## config.mk

```make
export PLATFORM = sky130hd
export DESIGN_NAME = pdm_ctrl
export DESIGN_NICKNAME = d
export VERILOG_FILES = /design/src/pdm_pkg.sv /design/src/pdm_warmup.sv /design/src/pdm_ctrl.sv
export SDC_FILE = /design/constraint.sdc
export NUM_CORES = 1
export LEC_CHECK = 0
export BUFFER_PORTS_ARGS = -buffer_cell sky130_fd_sc_hd__buf_2
export CAP_MARGIN = 20
export CORE_MARGIN = 3
export CORE_UTILIZATION = 53
export CTS_CLUSTER_DIAMETER = 150
export DETAILED_ROUTE_END_ITERATION = 7
export PLACE_DENSITY = 0.82
export SYNTH_ARGS = -nofsm -noshare
export SYNTH_HDL_FRONTEND = slang
export SYNTH_SLANG_ARGS = --single-unit
```

## constraint.sdc

```tcl
create_clock -name mclk_i -period 4.75 [get_ports mclk_i]
set_input_delay 1.1875 -clock mclk_i [delete_from_list [all_inputs] [get_ports mclk_i]]
set_output_delay 1.1875 -clock mclk_i [all_outputs]
set_load 0.005 [all_outputs]
```

## src/pdm_pkg.sv

```systemverilog
// package for the power-down mode controller
package pdm_pkg;
	localparam int PDM_DEPTH_BIT = 2;
	localparam logic [7:0] PDM_CTRL_RESET = 8'h00;
	localparam int PDM_CLK_MHZ = 100;
	localparam int PDM_WARMUP_NS = 2000;
	localparam int PDM_WARMUP_CYC = (PDM_WARMUP_NS * PDM_CLK_MHZ + 999) / 1000;
	localparam logic [7:0] PDM_WARMUP_CNT = 8'(PDM_WARMUP_CYC);

	typedef enum logic [1:0] {
		PDM_RUN,
		PDM_LIGHT,
		PDM_DEEP,
		PDM_HALT
	} pdm_state_t;

	// clock gating enables toward the rest of the chip
	typedef struct packed {
		logic cpu_run;
		logic core_clock;
		logic rc_osc;
		logic xtal_osc;
		logic event_timer_one;
		logic tone_generator_unit;
	} pdm_gates_t;

	// wake request toward the core
	typedef struct packed {
		logic resume;
		logic take_vector;
	} pdm_wake_t;
endpackage

```

## src/pdm_warmup.sv

```systemverilog
// oscillator warm-up counter
`timescale 1ns/100ps
module pdm_warmup (
	input wire logic mclk_i,
	input wire logic rst_i,
	input wire logic start_i,
	output logic busy_o
);
	import pdm_pkg::*;
	logic [7:0] cnt_q;

	always_ff @(posedge mclk_i or posedge rst_i) begin
		if (rst_i) begin
			cnt_q <= 8'h00;
		end else if (start_i) begin
			cnt_q <= PDM_WARMUP_CNT;
		end else if (cnt_q != 8'h00) begin
			cnt_q <= cnt_q - 8'h01;
		end
	end

	assign busy_o = (cnt_q != 8'h00);
endmodule

```

## src/pdm_ctrl.sv

```systemverilog
// power-down mode controller: sleep depths, halt, wake and clock gating
// What this block does
// RL1: control register bit 2 picks light or deep sleep for the sleep instruction.
// RL2: bit clear, sleep instruction enters light sleep.
// RL3: light sleep stops cpu; oscillator, interrupts, timer and tone keep running.
// RL4: registers, RAM and pins keep their state while powered down.
// RL5: light sleep ends on reset or interrupt request.
// RL6: bit set, sleep instruction enters deep sleep.
// RL7: deep sleep stops cpu; timer and tone run only from crystal clock.
// RL8: deep sleep wakes like light sleep, plus oscillator warm-up.
// RL9: halt instruction enters halt regardless of the depth bit.
// RL10: halt stops cpu; timer and tone run only from crystal clock.
// RL11: halt ends only on hardware reset, with warm-up after reset is released.
// RL12: masked interrupt still wakes sleep but skips the service routine.
// RL13: unmasked waking interrupt fetches its vector and runs the routine.
// RL14: rc core clock: deep sleep and halt stop timer, core clock, rc oscillator.
// RL15: crystal core clock: deep sleep and halt stop timer and core clock.
// RL16: masked wake resumes at the instruction after the sleep instruction.
`timescale 1ns/100ps
module pdm_ctrl (
	input wire logic mclk_i,
	input wire logic rst_i,
	input wire logic [7:0] chip_control_register_i,
	input wire logic sleep_instruction_i,
	input wire logic halt_instr_i,
	input wire logic irq_i,
	input wire logic irq_mask_i,
	input wire logic core_clk_from_xtal_i,
	input wire logic timer_from_xtal_i,
	input wire logic tone_from_xtal_i,
	output pdm_pkg::pdm_gates_t gates_o,
	output pdm_pkg::pdm_wake_t wake_o,
	output pdm_pkg::pdm_state_t state_o,
	output logic warming_o
);
	import pdm_pkg::*;

	pdm_state_t state_q;
	pdm_state_t state_d;
	pdm_gates_t gates_d;
	pdm_gates_t gates_q;
	pdm_wake_t wake_q;
	logic irq_wake;
	logic warm_start;
	logic warm_busy;
	logic was_reset_q;
	logic [8:0] warm_seen_q;

	// interrupt only wakes the sleep states, never halt
	assign irq_wake = irq_i && (state_q == PDM_LIGHT || state_q == PDM_DEEP); // [RL5] [RL11]

	always_comb begin
		state_d = state_q;
		unique case (state_q)
			PDM_RUN: begin
				if (halt_instr_i) begin
					state_d = PDM_HALT; // [RL9]
				end else if (sleep_instruction_i) begin
					if (chip_control_register_i[PDM_DEPTH_BIT]) begin // [RL1]
						state_d = PDM_DEEP; // [RL6]
					end else begin
						state_d = PDM_LIGHT; // [RL2]
					end
				end
			end
			PDM_LIGHT, PDM_DEEP: begin
				if (irq_i) begin
					state_d = PDM_RUN; // [RL5] [RL8]
				end
			end
			PDM_HALT: begin
				state_d = PDM_HALT; // [RL11]
			end
		endcase
	end

	always_ff @(posedge mclk_i or posedge rst_i) begin
		if (rst_i) begin
			state_q <= PDM_RUN;
		end else begin
			state_q <= state_d;
		end
	end

	// warm-up runs after reset and on leaving deep sleep
	always_ff @(posedge mclk_i or posedge rst_i) begin
		if (rst_i) begin
			was_reset_q <= 1'b1;
		end else begin
			was_reset_q <= 1'b0;
		end
	end

	assign warm_start = was_reset_q || (state_q == PDM_DEEP && irq_i); // [RL8] [RL11]

	pdm_warmup u_warmup (
		.mclk_i(mclk_i),
		.rst_i(rst_i),
		.start_i(warm_start),
		.busy_o(warm_busy)
	);

	// helper for the checks: cycles seen while warm-up is busy
	always_ff @(posedge mclk_i or posedge rst_i) begin
		if (rst_i) begin
			warm_seen_q <= 9'h000;
		end else if (warm_start) begin
			warm_seen_q <= 9'h000;
		end else if (warm_busy) begin
			warm_seen_q <= warm_seen_q + 9'h001;
		end
	end

	always_comb begin
		gates_d = '1;
		unique case (state_d)
			PDM_RUN: begin
				gates_d.cpu_run = ~warm_start && ~warm_busy;
			end
			PDM_LIGHT: begin
				gates_d.cpu_run = 1'b0; // [RL3]
			end
			PDM_DEEP, PDM_HALT: begin
				gates_d.cpu_run = 1'b0; // [RL7] [RL10]
				gates_d.core_clock = 1'b0; // [RL14] [RL15]
				gates_d.event_timer_one = timer_from_xtal_i; // [RL7] [RL10] [RL14] [RL15]
				gates_d.tone_generator_unit = tone_from_xtal_i; // [RL7] [RL10]
				gates_d.rc_osc = core_clk_from_xtal_i; // [RL14] [RL15]
			end
		endcase
	end

	// gating only stops clocks; storage is never cleared here
	always_ff @(posedge mclk_i or posedge rst_i) begin
		if (rst_i) begin
			gates_q <= '0;
		end else begin
			gates_q <= gates_d; // [RL4]
		end
	end

	// wake pulse: resume always, vector only when unmasked
	always_ff @(posedge mclk_i or posedge rst_i) begin
		if (rst_i) begin
			wake_q <= '0;
		end else begin
			wake_q.resume <= irq_wake; // [RL16]
			wake_q.take_vector <= irq_wake && !irq_mask_i; // [RL12] [RL13]
		end
	end

	assign gates_o = gates_q;
	assign wake_o = wake_q;
	assign state_o = state_q;
	assign warming_o = warm_busy;
endmodule

```

# [Word level (Yosys, flattened, before mapping)]
# Cells that the tools add are included.
[op_classes] add_sub_neg=1 eq_ne=6 mux=10 bitwise_logic=2 reduce_logical=14
[ops] cell="8-bit two-way mux" count=2
[ops] cell="2-bit two-way mux" count=6
[ops] cell="2-bit equality test (second input constant)" count=4
[ops] cell="8-bit nonzero test" count=1
[ops] cell="8-bit by 1-bit subtractor with 8-bit output (second input constant)" count=1
[ops] cell="2-bit one-hot mux with 3 select lines" count=1
[ops] cell="2-bit by 1-bit equality test with 1-bit output (second input constant)" count=2
[ops] cell="1-bit logical AND" count=4
[ops] cell="2-bit zero test" count=2
[ops] cell="2-bit OR reduction" count=2
[ops] cell="3-bit OR reduction" count=1
[ops] cell="1-bit logical OR" count=2
[ops] cell="1-bit NOT" count=2
[ops] cell="1-bit one-hot mux with 2 select lines" count=1
[ops] cell="2-bit nonzero test" count=1
[ops] cell="1-bit zero test" count=1
[word_totals] register_bits=19 input_bits=17 out_inout_bits=11

# [Depth between registers and ports, before layout]
# Gate-level depths: netlist of the first run.
[logic_depth] depth_word=7 depth_mapped=6 depth_no_buf=5

# [Hierarchy]
# From an unflattened synthesis of the first run, not the netlist that was laid out.
[hier_totals] cells_unflattened=84 area_unflattened_um2=942.2
[modules_own_cells] module="pdm_warmup" n_inst=1 cells_each=48 area_per_inst_um2=475.5 seq_area_each_um2=200.2
[modules_own_cells] module="pdm_ctrl" n_inst=1 cells_each=36 area_per_inst_um2=466.7 seq_area_each_um2=276.5

# [Least setup slack after synthesis of the first run]
# Ideal clock, no wire load.
[synth_timing] path_kind="register -> output" startpoint="reg u_warmup.cnt_q[3]" endpoint="out warming_o" arrival_time_ns=1.473 required_time_ns=3.563 path_slack_ns=2.090 path_stages_with_launch=4 n_path_buf=1 cell_sequence="dfrtp_1 -> or4_4 -> or3_1 -> buf_6"
[synth_via] elab_chain_cells=1
[synth_rtl] element="start: declaration" line="pdm_warmup.sv:10" rtl="logic [7:0] cnt_q;"
[synth_rtl] element="start signal: assignment" line="pdm_warmup.sv:18" rtl="cnt_q <= cnt_q - 8'h01;"
[synth_rtl] element="8-bit nonzero test" line="pdm_warmup.sv:22" rtl="assign busy_o = (cnt_q != 8'h00);"
[synth_rtl] element="end: declaration" line="pdm_ctrl.sv:34" rtl="output logic warming_o"
# No other way between the ends.

# [Final worst setup path of the first run]
# Same ends and word-level chain as after synthesis.

==> run_summary.xml, run 1 <==
<?xml version="1.0" encoding="UTF-8"?>
<metrics>
  <group name="synth">
    <metric name="yosysTopAreaCell" unit="">sky130_fd_sc_hd__dfrtp_1</metric>
    <metric name="postSynth.topFlopCell" unit="">sky130_fd_sc_hd__dfrtp_1</metric>
    <metric name="postSynthCellCount" unit="">84</metric>
    <metric name="yosys_warning_total" unit="">0</metric>
    <metric name="synth_top_cells_by_count" unit="">sky130_fd_sc_hd__dfrtp_1 (18), sky130_fd_sc_hd__nand2b_1 (7), sky130_fd_sc_hd__inv_1 (6)</metric>
    <metric name="syn_area_per_cell" unit="µm²">10.96</metric>
    <metric name="synth.area.top_cells" unit="">sky130_fd_sc_hd__dfrtp_1 (49%), sky130_fd_sc_hd__ha_1 (6.8%), sky130_fd_sc_hd__nand2b_1 (4.8%), sky130_fd_sc_hd__a2111oi_4 (3.0%), sky130_fd_sc_hd__dfstp_2 (2.9%)</metric>
    <metric name="synth.most_common_cell" unit="">sky130_fd_sc_hd__dfrtp_1</metric>
    <metric name="post_synth_instance_area" unit="µm²">920.9</metric>
    <metric name="synth.yosys.seq_area_share" unit="%">51.77</metric>
    <metric name="ys_types" unit="">32</metric>
    <metric name="synth-edff-count" unit="">0</metric>
    <metric name="synth_top_area_share" unit="%">48.91</metric>
    <metric name="postSynthRegisterBits" unit="">19</metric>
    <metric name="synth_fp_nets" unit="">106</metric>
    <metric name="synth_async_sr_flop_share" unit="%">100.0</metric>
  </group>
  <group name="route">
    <metric name="wl_per_cell" unit="µm">12.34</metric>
    <metric name="drt.antenna.violating_nets" unit="">0</metric>
    <metric name="route.detailed.vias_per_inst" unit="">5.566</metric>
    <metric name="total_routed_wirelength" unit="mm">1.505</metric>
    <metric name="drc" unit="">0</metric>
    <metric name="detailedRoute.firstPassIterationCount" unit="">4</metric>
    <metric name="vias" unit="">679</metric>
    <metric name="drt-initial-drc-count" unit="">14</metric>
  </group>
  <group name="placement">
    <metric name="gp_congestion" unit="">0.8323</metric>
    <metric name="port_buffers" unit="">20</metric>
    <metric name="post-dp-hpwl" unit="mm">1.157</metric>
    <metric name="placement.cell_area" unit="µm²">1026</metric>
  </group>
  <group name="cells_and_area">
    <metric name="finalInstanceArea" unit="µm²">1054</metric>
    <metric name="insertedDiodeCount" unit="">0</metric>
    <metric name="final_layout_size_suffix_gt1_share" unit="%">26.42</metric>
    <metric name="flow.area_growth_from_synthesis" unit="%">14.40</metric>
    <metric name="final_nets" unit="">129</metric>
    <metric name="share_of_the_core_filled_with_cells_in_the_final_layout" unit="%">66.83</metric>
  </group>
  <group name="global_routing">
    <metric name="antenna_found_initial" unit="">0</metric>
    <metric name="grt_start_max_net_pins" unit="">20</metric>
    <metric name="gr-usage-all-layers" unit="%">16.81</metric>
    <metric name="grt_overflow" unit="">0</metric>
    <metric name="number_of_global_route_vias_before_repair" unit="">635</metric>
    <metric name="global_route_wire_length_before_repair" unit="mm">2.656</metric>
  </group>
  <group name="min_path">
    <metric name="timing.hold.worst.class" unit="">flop to flop</metric>
  </group>
  <group name="worst_setup_path">
    <metric name="worst_setup_path_end_kind" unit="">output pin</metric>
    <metric name="timing.critical_path.fanout_max" unit="">7</metric>
    <metric name="required" unit="ns">3.56</metric>
    <metric name="timing.critical_path.from_type" unit="">flop</metric>
    <metric name="cp.arrival" unit="ns">1.99</metric>
    <metric name="criticalPathCategory" unit="">flop to output pin</metric>
  </group>
  <group name="cts">
    <metric name="postCtsSetupRepairBufs" unit="">0</metric>
    <metric name="h_tree_depth_reported_by_cts" unit="">1</metric>
    <metric name="tritoncts" unit="">yes</metric>
    <metric name="root_buffer" unit="">sky130_fd_sc_hd__clkbuf_4</metric>
    <metric name="holdBufCountCts" unit="">0</metric>
    <metric name="clock_latency_late_sink" unit="ns">0.29</metric>
    <metric name="clk_transition_reported_paths" unit="ns">0.10</metric>
    <metric name="tritoncts_buffer_count" unit="">3</metric>
    <metric name="max-clock-path-buffers" unit="">2</metric>
    <metric name="tritoncts_num_sinks" unit="">19</metric>
    <metric name="cts-resized-gates" unit="">0</metric>
  </group>
  <group name="sta">
    <metric name="rsz_0062_raised_after_global_routing" unit="">no</metric>
    <metric name="setup_tns" unit="ns">0</metric>
    <metric name="slew_headroom" unit="%">53.88</metric>
    <metric name="final_number_of_hold_violating_endpoints" unit="">0</metric>
    <metric name="fmaxAchievable" unit="GHz">0.3144</metric>
    <metric name="worstMarginPinSlew" unit="ns">0.6911</metric>
    <metric name="setup-violations-final" unit="">0</metric>
    <metric name="min_period" unit="ns">3.181</metric>
    <metric name="fin_skew" unit="ns">0.002654</metric>
    <metric name="post-route-period-util" unit="%">66.96</metric>
    <metric name="timing_max_transition_violations_final" unit="">0</metric>
  </group>
  <group name="power">
    <metric name="leakage" unit="nW">0.5194</metric>
    <metric name="ir_drop" unit="mV">0.1626</metric>
    <metric name="power_per_cell_area" unit="nW/µm²">278.5</metric>
  </group>
  <group name="floorplanning">
    <metric name="die_w" unit="µm">47.69</metric>
    <metric name="chipHeight" unit="µm">47.69</metric>
    <metric name="core.rowCount" unit="">14</metric>
    <metric name="core_region_area" unit="µm²">1577</metric>
    <metric name="initial_core_util" unit="%">58.41</metric>
    <metric name="fp.dieArea" unit="µm²">2274</metric>
    <metric name="design.portCount" unit="">28</metric>
  </group>
  <group name="run_status">
    <metric name="outcome" unit="">finished, final reports clean</metric>
  </group>
  <group name="job">
    <metric name="timing.max_cap.violations" unit="">0</metric>
  </group>
</metrics>
==> metal layers <==
metal	GRT usage, %	vias to the layer above	share of wire, %
met1	19.72	322	42
li1	-	336	-
met4	6.452	0	0.93
met2	29.82	19	51
met5	0	-	0
met3	3.383	2	6.0
==> layout by cell type (no fill, tap or decap), drive strengths merged, types with 4 or more instances in the layout <==
| cell | n |
|---|---|
| nand2b | 7 |
| inv | 6 |
| ha | 5 |
| dfrtp | 18 |
| buf | 20 |
| o21ai | 4 |
| a21oi | 4 |
==> sequential cells by signal (all words and copies together) (netlist names) <==
| signal | flops |
|---|---|
| gates_o | 6 |
| state_o | 2 |
| u_warmup.cnt_q | 8 |
| wake_o | 2 |
| was_reset_q | 1 |
==> area by class of cell <==
class	count	area [µm²]
tap	16	20.02
multi-input combinational	57	406.6
fill	120	523.0
inverter	6	22.52
sequential	19	476.7
clock inverter	1	5.005
timing repair buffer	20	100.1
clock buffer	3	22.52
==> logic make-up (layout without fill, tap and decap cells) <==
logic type	after synthesis	in the layout	synth area share (%)
and+or+nand+nor	30	30	19.56
DFF	19	19	51.77
AOI/OAI and AO/OA	18	18	14.81
buffers and inverters	8	30	4.075
adders and majority gates	5	5	6.793
other	2	2	0.8155
muxes	2	2	2.174
==> worst paths after layout <==
check                                  start                end  slack (ns)  cells after the start
hold / removal             u_warmup.cnt_q[0]  u_warmup.cnt_q[0]        0.56                      2
max in group asynchronous              rst_i         state_o[1]        3.33                      2
setup reg to reg           u_warmup.cnt_q[3]         gates_o[5]        2.78                      3
hold reg to reg            u_warmup.cnt_q[0]  u_warmup.cnt_q[0]        0.56                      2
setup / recovery           u_warmup.cnt_q[3]          warming_o        1.57                      3
min in group asynchronous              rst_i         gates_o[2]        0.98                      2
==> power by group <==
group | leakage [nW] | internal, mW | switching, mW | total (mW)
combinational | 0.277 | 0.0167 | 0.0196 | 0.0363
sequential | 0.224 | 0.171 | 0.00765 | 0.178
clock | 0.0177 | 0.0313 | 0.0476 | 0.0789
==> worst max-delay path, stage by stage (launching register included) <==
cell	delay [ns]
sky130_fd_sc_hd__dfrtp_1	0.45
sky130_fd_sc_hd__or4_4	0.59
sky130_fd_sc_hd__or3_1	0.48
sky130_fd_sc_hd__buf_2	0.18
==> through the flow <==
| step | hold slack, ns | instances | power (mW) | worst slack (ns) |
|---|---|---|---|---|
| after global placement | 0.5148 | 118 | 0.2161 | 1.906 |
| after floorplan | 0.4965 | 84 | 0.2059 | 2.090 |
| final | 0.5599 | 122 | 0.2934 | 1.569 |
| after detailed placement | 0.5306 | 118 | 0.2177 | 1.911 |
| after global routing | 0.5995 | 122 | 0.3113 | 1.515 |
| after CTS | 0.5620 | 122 | 0.2965 | 1.562 |
No activity file was read; power rests on OpenSTA's default activity.
==> run 2: changes to the inputs <==
--- a/config.mk
+++ b/config.mk
@@ -5,13 +5,14 @@
 export SDC_FILE = /design/constraint.sdc
 export NUM_CORES = 1
 export LEC_CHECK = 0
+export ABC_AREA = 1
 export BUFFER_PORTS_ARGS = -buffer_cell sky130_fd_sc_hd__buf_2
 export CAP_MARGIN = 20
 export CORE_MARGIN = 3
-export CORE_UTILIZATION = 53
+export CORE_UTILIZATION = 50
 export CTS_CLUSTER_DIAMETER = 150
 export DETAILED_ROUTE_END_ITERATION = 7
-export PLACE_DENSITY = 0.82
+export PLACE_DENSITY = 0.77
 export SYNTH_ARGS = -nofsm -noshare
 export SYNTH_HDL_FRONTEND = slang
 export SYNTH_SLANG_ARGS = --single-unit
==> constraint.sdc (replaced) <==
create_clock -name mclk_i -period 3.2 [get_ports mclk_i]
set_input_delay 0.8 -clock mclk_i [delete_from_list [all_inputs] [get_ports mclk_i]]
set_output_delay 0.8 -clock mclk_i [all_outputs]
set_load 0.005 [all_outputs]
==> run 2 against run 1 <==
Compared with the run above: global-route usage is 0.11 points lower; via count grew 14%; power rose to 2.9 times the previous value; final cell count is 36% higher; critical path depth rose by 3; design area grew 6.9%; worst hold slack gained 0.016 ns; largest power group unchanged; setup slack worse by 0.67 ns; clock power increased by 48%.
==> run_summary.xml, run 2 <==
<?xml version="1.0" encoding="UTF-8"?>
<metrics>
  <group name="floorplanning">
    <metric name="design.portCount" unit="">28</metric>
    <metric name="initial_core_util" unit="%">54.25</metric>
    <metric name="core.rowCount" unit="">15</metric>
    <metric name="core_region_area" unit="µm²">1783</metric>
    <metric name="die_w" unit="µm">49.98</metric>
    <metric name="chipHeight" unit="µm">49.98</metric>
    <metric name="fp.dieArea" unit="µm²">2498</metric>
  </group>
  <group name="cts">
    <metric name="holdBufCountCts" unit="">0</metric>
    <metric name="cts-resized-gates" unit="">0</metric>
    <metric name="h_tree_depth_reported_by_cts" unit="">1</metric>
    <metric name="tritoncts_buffer_count" unit="">3</metric>
    <metric name="tritoncts_num_sinks" unit="">19</metric>
    <metric name="clock_latency_late_sink" unit="ns">0.29</metric>
    <metric name="postCtsSetupRepairBufs" unit="">0</metric>
    <metric name="max-clock-path-buffers" unit="">2</metric>
    <metric name="clk_transition_reported_paths" unit="ns">0.10</metric>
    <metric name="tritoncts" unit="">yes</metric>
    <metric name="root_buffer" unit="">sky130_fd_sc_hd__clkbuf_4</metric>
  </group>
  <group name="power">
    <metric name="power_per_cell_area" unit="nW/µm²">765.9</metric>
    <metric name="ir_drop" unit="mV">0.4481</metric>
    <metric name="power_frac_clock" unit="%">13.6</metric>
    <metric name="power_frac_comb" unit="%">43.1</metric>
    <metric name="leakage" unit="nW">0.6326</metric>
    <metric name="total_switching_power" unit="µW">346.2</metric>
    <metric name="cellInternalPower" unit="µW">516.2</metric>
    <metric name="sequential_share_of_power" unit="%">43.3</metric>
    <metric name="sw_share" unit="%">40.15</metric>
  </group>
  <group name="sta">
    <metric name="post-route-period-util" unit="%">72.04</metric>
    <metric name="setup_tns" unit="ns">0</metric>
    <metric name="fin_skew" unit="ns">0.001026</metric>
    <metric name="timing_max_transition_violations_final" unit="">0</metric>
    <metric name="slew_headroom" unit="%">54.47</metric>
    <metric name="setup-violations-final" unit="">0</metric>
    <metric name="final_number_of_hold_violating_endpoints" unit="">0</metric>
    <metric name="worstMarginPinSlew" unit="ns">0.6822</metric>
    <metric name="min_period" unit="ns">2.305</metric>
    <metric name="rsz_0062_raised_after_global_routing" unit="">no</metric>
    <metric name="fmaxAchievable" unit="GHz">0.4338</metric>
  </group>
  <group name="global_routing">
    <metric name="global_route_wire_length_before_repair" unit="mm">3.153</metric>
    <metric name="grt_overflow" unit="">0</metric>
    <metric name="antenna_found_initial" unit="">0</metric>
    <metric name="number_of_global_route_vias_before_repair" unit="">743</metric>
    <metric name="grt_start_max_net_pins" unit="">20</metric>
    <metric name="gr-usage-all-layers" unit="%">16.70</metric>
  </group>
  <group name="cells_and_area">
    <metric name="flow.area_growth_from_synthesis" unit="%">16.43</metric>
    <metric name="regMostFlops" unit="">u_warmup.cnt_q</metric>
    <metric name="share_of_the_core_filled_with_cells_in_the_final_layout" unit="%">63.16</metric>
    <metric name="final_layout_size_suffix_gt1_share" unit="%">27.66</metric>
    <metric name="filler_cell_count" unit="">148</metric>
    <metric name="final_nets" unit="">164</metric>
    <metric name="insertedDiodeCount" unit="">0</metric>
    <metric name="largest_register_ff_count" unit="">8</metric>
    <metric name="mostFrequentLayoutCell" unit="">sky130_fd_sc_hd__inv_1</metric>
    <metric name="most-common-layout-cells" unit="">sky130_fd_sc_hd__inv_1 (24), sky130_fd_sc_hd__buf_2 (20), sky130_fd_sc_hd__nand2_1 (19)</metric>
  </group>
  <group name="run_status">
    <metric name="outcome" unit="">finished, final reports clean</metric>
  </group>
  <group name="route">
    <metric name="route.detailed.vias_per_inst" unit="">4.651</metric>
    <metric name="drt.antenna.violating_nets" unit="">0</metric>
    <metric name="wl_met3" unit="µm">56</metric>
    <metric name="wirelength_met1" unit="µm">823</metric>
    <metric name="wl_per_cell" unit="µm">10.28</metric>
    <metric name="drt-initial-drc-count" unit="">10</metric>
    <metric name="total_length_of_routed_met2_wires" unit="µm">795</metric>
    <metric name="total_routed_wirelength" unit="mm">1.707</metric>
    <metric name="drc" unit="">0</metric>
    <metric name="topRoutingLayerUsed" unit="">met4</metric>
    <metric name="detailedRoute.firstPassIterationCount" unit="">4</metric>
    <metric name="vias" unit="">772</metric>
  </group>
  <group name="worst_setup_path">
    <metric name="cp.arrival" unit="ns">1.51</metric>
    <metric name="required" unit="ns">2.40</metric>
    <metric name="timing.critical_path.from_type" unit="">flop</metric>
    <metric name="timing.critical_path.to" unit="">warming_o</metric>
    <metric name="criticalPathCategory" unit="">flop to output pin</metric>
    <metric name="r2r_end" unit="">gates_o[1]</metric>
    <metric name="reg2reg_slack" unit="ns">1.68</metric>
    <metric name="worstSetupStartpoint" unit="">u_warmup.cnt_q[0]</metric>
    <metric name="timing.critical_path.fanout_max" unit="">8</metric>
    <metric name="r2r-start" unit="">state_o[0]</metric>
    <metric name="reg2reg_depth" unit="">6</metric>
    <metric name="worst_setup_path_end_kind" unit="">output pin</metric>
  </group>
  <group name="synth">
    <metric name="synth.yosys.seq_area_share" unit="%">49.29</metric>
    <metric name="synth_async_sr_flop_share" unit="%">100.0</metric>
    <metric name="synth-edff-count" unit="">0</metric>
    <metric name="post_synth_instance_area" unit="µm²">967.2</metric>
    <metric name="synth_fp_nets" unit="">139</metric>
    <metric name="syn_area_per_cell" unit="µm²">8.266</metric>
    <metric name="yosys_warning_total" unit="">0</metric>
    <metric name="postSynthRegisterBits" unit="">19</metric>
    <metric name="yosysTopAreaCell" unit="">sky130_fd_sc_hd__dfrtp_1</metric>
    <metric name="postSynthCellCount" unit="">117</metric>
    <metric name="synth.area.top_cells" unit="">sky130_fd_sc_hd__dfrtp_1 (47%), sky130_fd_sc_hd__inv_1 (9.3%), sky130_fd_sc_hd__nand2_1 (7.4%), sky130_fd_sc_hd__nand3_1 (6.7%), sky130_fd_sc_hd__ha_1 (6.5%)</metric>
    <metric name="postSynth.topFlopCell" unit="">sky130_fd_sc_hd__dfrtp_1</metric>
    <metric name="synth_top_cells_by_count" unit="">sky130_fd_sc_hd__inv_1 (24), sky130_fd_sc_hd__nand2_1 (19), sky130_fd_sc_hd__dfrtp_1 (18)</metric>
    <metric name="synth_top_area_share" unit="%">46.57</metric>
    <metric name="ys_types" unit="">19</metric>
    <metric name="synth.most_common_cell" unit="">sky130_fd_sc_hd__inv_1</metric>
  </group>
  <group name="placement">
    <metric name="post-dp-hpwl" unit="mm">1.365</metric>
    <metric name="gp_congestion" unit="">0.8208</metric>
    <metric name="port_buffers" unit="">20</metric>
  </group>
  <group name="job">
    <metric name="timing.max_cap.violations" unit="">0</metric>
  </group>
  <group name="min_path">
    <metric name="timing.hold.worst.class" unit="">flop to flop</metric>
  </group>
</metrics>
==> run 2: cell count changes in the layout (fill, tap and decap cells not counted), moves of 4 or more <==
cell,previous run,this run
sky130_fd_sc_hd__nor2_1,3,14
sky130_fd_sc_hd__nand2b_1,7,0
sky130_fd_sc_hd__inv_1,6,24
sky130_fd_sc_hd__a21oi_1,4,0
sky130_fd_sc_hd__nand3_1,1,13
sky130_fd_sc_hd__nand2_1,3,19
==> run 2: metrics by stage <==
stage               cell area (µm²)  total power [mW]  hold WS, ns  setup WS [ns]  cells
finish                         1126            0.8624       0.5763         0.8948    166
global route                   1126            0.9612       0.6032         0.7113    166
CTS                            1126            0.8723       0.5852         0.8576    166
detailed placement             1099            0.7515       0.5695          1.200    162
global placement               1099            0.7307       0.5461          1.266    162
floorplan                     967.2            0.6355       0.5254          1.485    117
==> run 2: power by group through the flow <==
stage	logic (mW)	registers, mW	clock network [mW]
after floorplan	0.261	0.374	0
after global placement	0.359	0.372	0
after detailed placement	0.375	0.376	0
after CTS	0.377	0.373	0.122
after global routing	0.441	0.384	0.136
final	0.372	0.373	0.117
==> run 2: cell type report <==
class	count	area, µm²	area share [%]
Sequential cell	19	476.7	42.33
Multi-Input combinational cell	73	396.6	35.22
Timing Repair Buffer	20	100.1	8.889
Inverter	25	93.84	8.333
Tap cell	25	31.28	2.778
Clock buffer	3	22.52	2.000
Clock inverter	1	5.005	0.4444
==> run 2: worst max-delay path, cell delays in order (launching register included) <==
cell                      delay [ns]
sky130_fd_sc_hd__dfrtp_1        0.38
sky130_fd_sc_hd__inv_1          0.22
sky130_fd_sc_hd__ha_1           0.22
sky130_fd_sc_hd__nand2_1        0.07
sky130_fd_sc_hd__inv_1          0.09
sky130_fd_sc_hd__nand2_1        0.09
sky130_fd_sc_hd__buf_2          0.14
==> run 2: per-layer routing <==
layer  track usage [%]  vias to the layer above
met5                 0                        -
met4             6.912                        0
met3             3.625                        4
met2             26.96                       17
met1             21.39                      348
li1                  -                      403
==> run 2: logic make-up (layout without fill, tap and decap cells) <==
family,Yosys count,in the layout,synth area share (%)
AO/OA/AOI/OAI,5,5,3.752
other,2,2,0.7765
flip-flops,19,19,49.29
AND/OR/NAND/NOR,60,60,29.11
adder cells (fa/ha/maj),5,5,6.468
XOR/XNOR,1,1,0.9057
buffers and inverters,25,49,9.702
==> run 2: worst min-delay path by stage <==
stage | startpoint | endpoint | slack (ns) | cells past startpoint
3_5_place_dp | u_warmup.cnt_q[7] | u_warmup.cnt_q[7] | 0.57 | 3
3_3_place_gp | u_warmup.cnt_q[7] | u_warmup.cnt_q[7] | 0.55 | 3
5_1_grt | u_warmup.cnt_q[7] | u_warmup.cnt_q[7] | 0.60 | 3
4_1_cts | u_warmup.cnt_q[7] | u_warmup.cnt_q[7] | 0.59 | 3
6_report | u_warmup.cnt_q[7] | u_warmup.cnt_q[7] | 0.58 | 3
2_1_floorplan | u_warmup.cnt_q[7] | u_warmup.cnt_q[7] | 0.53 | 3
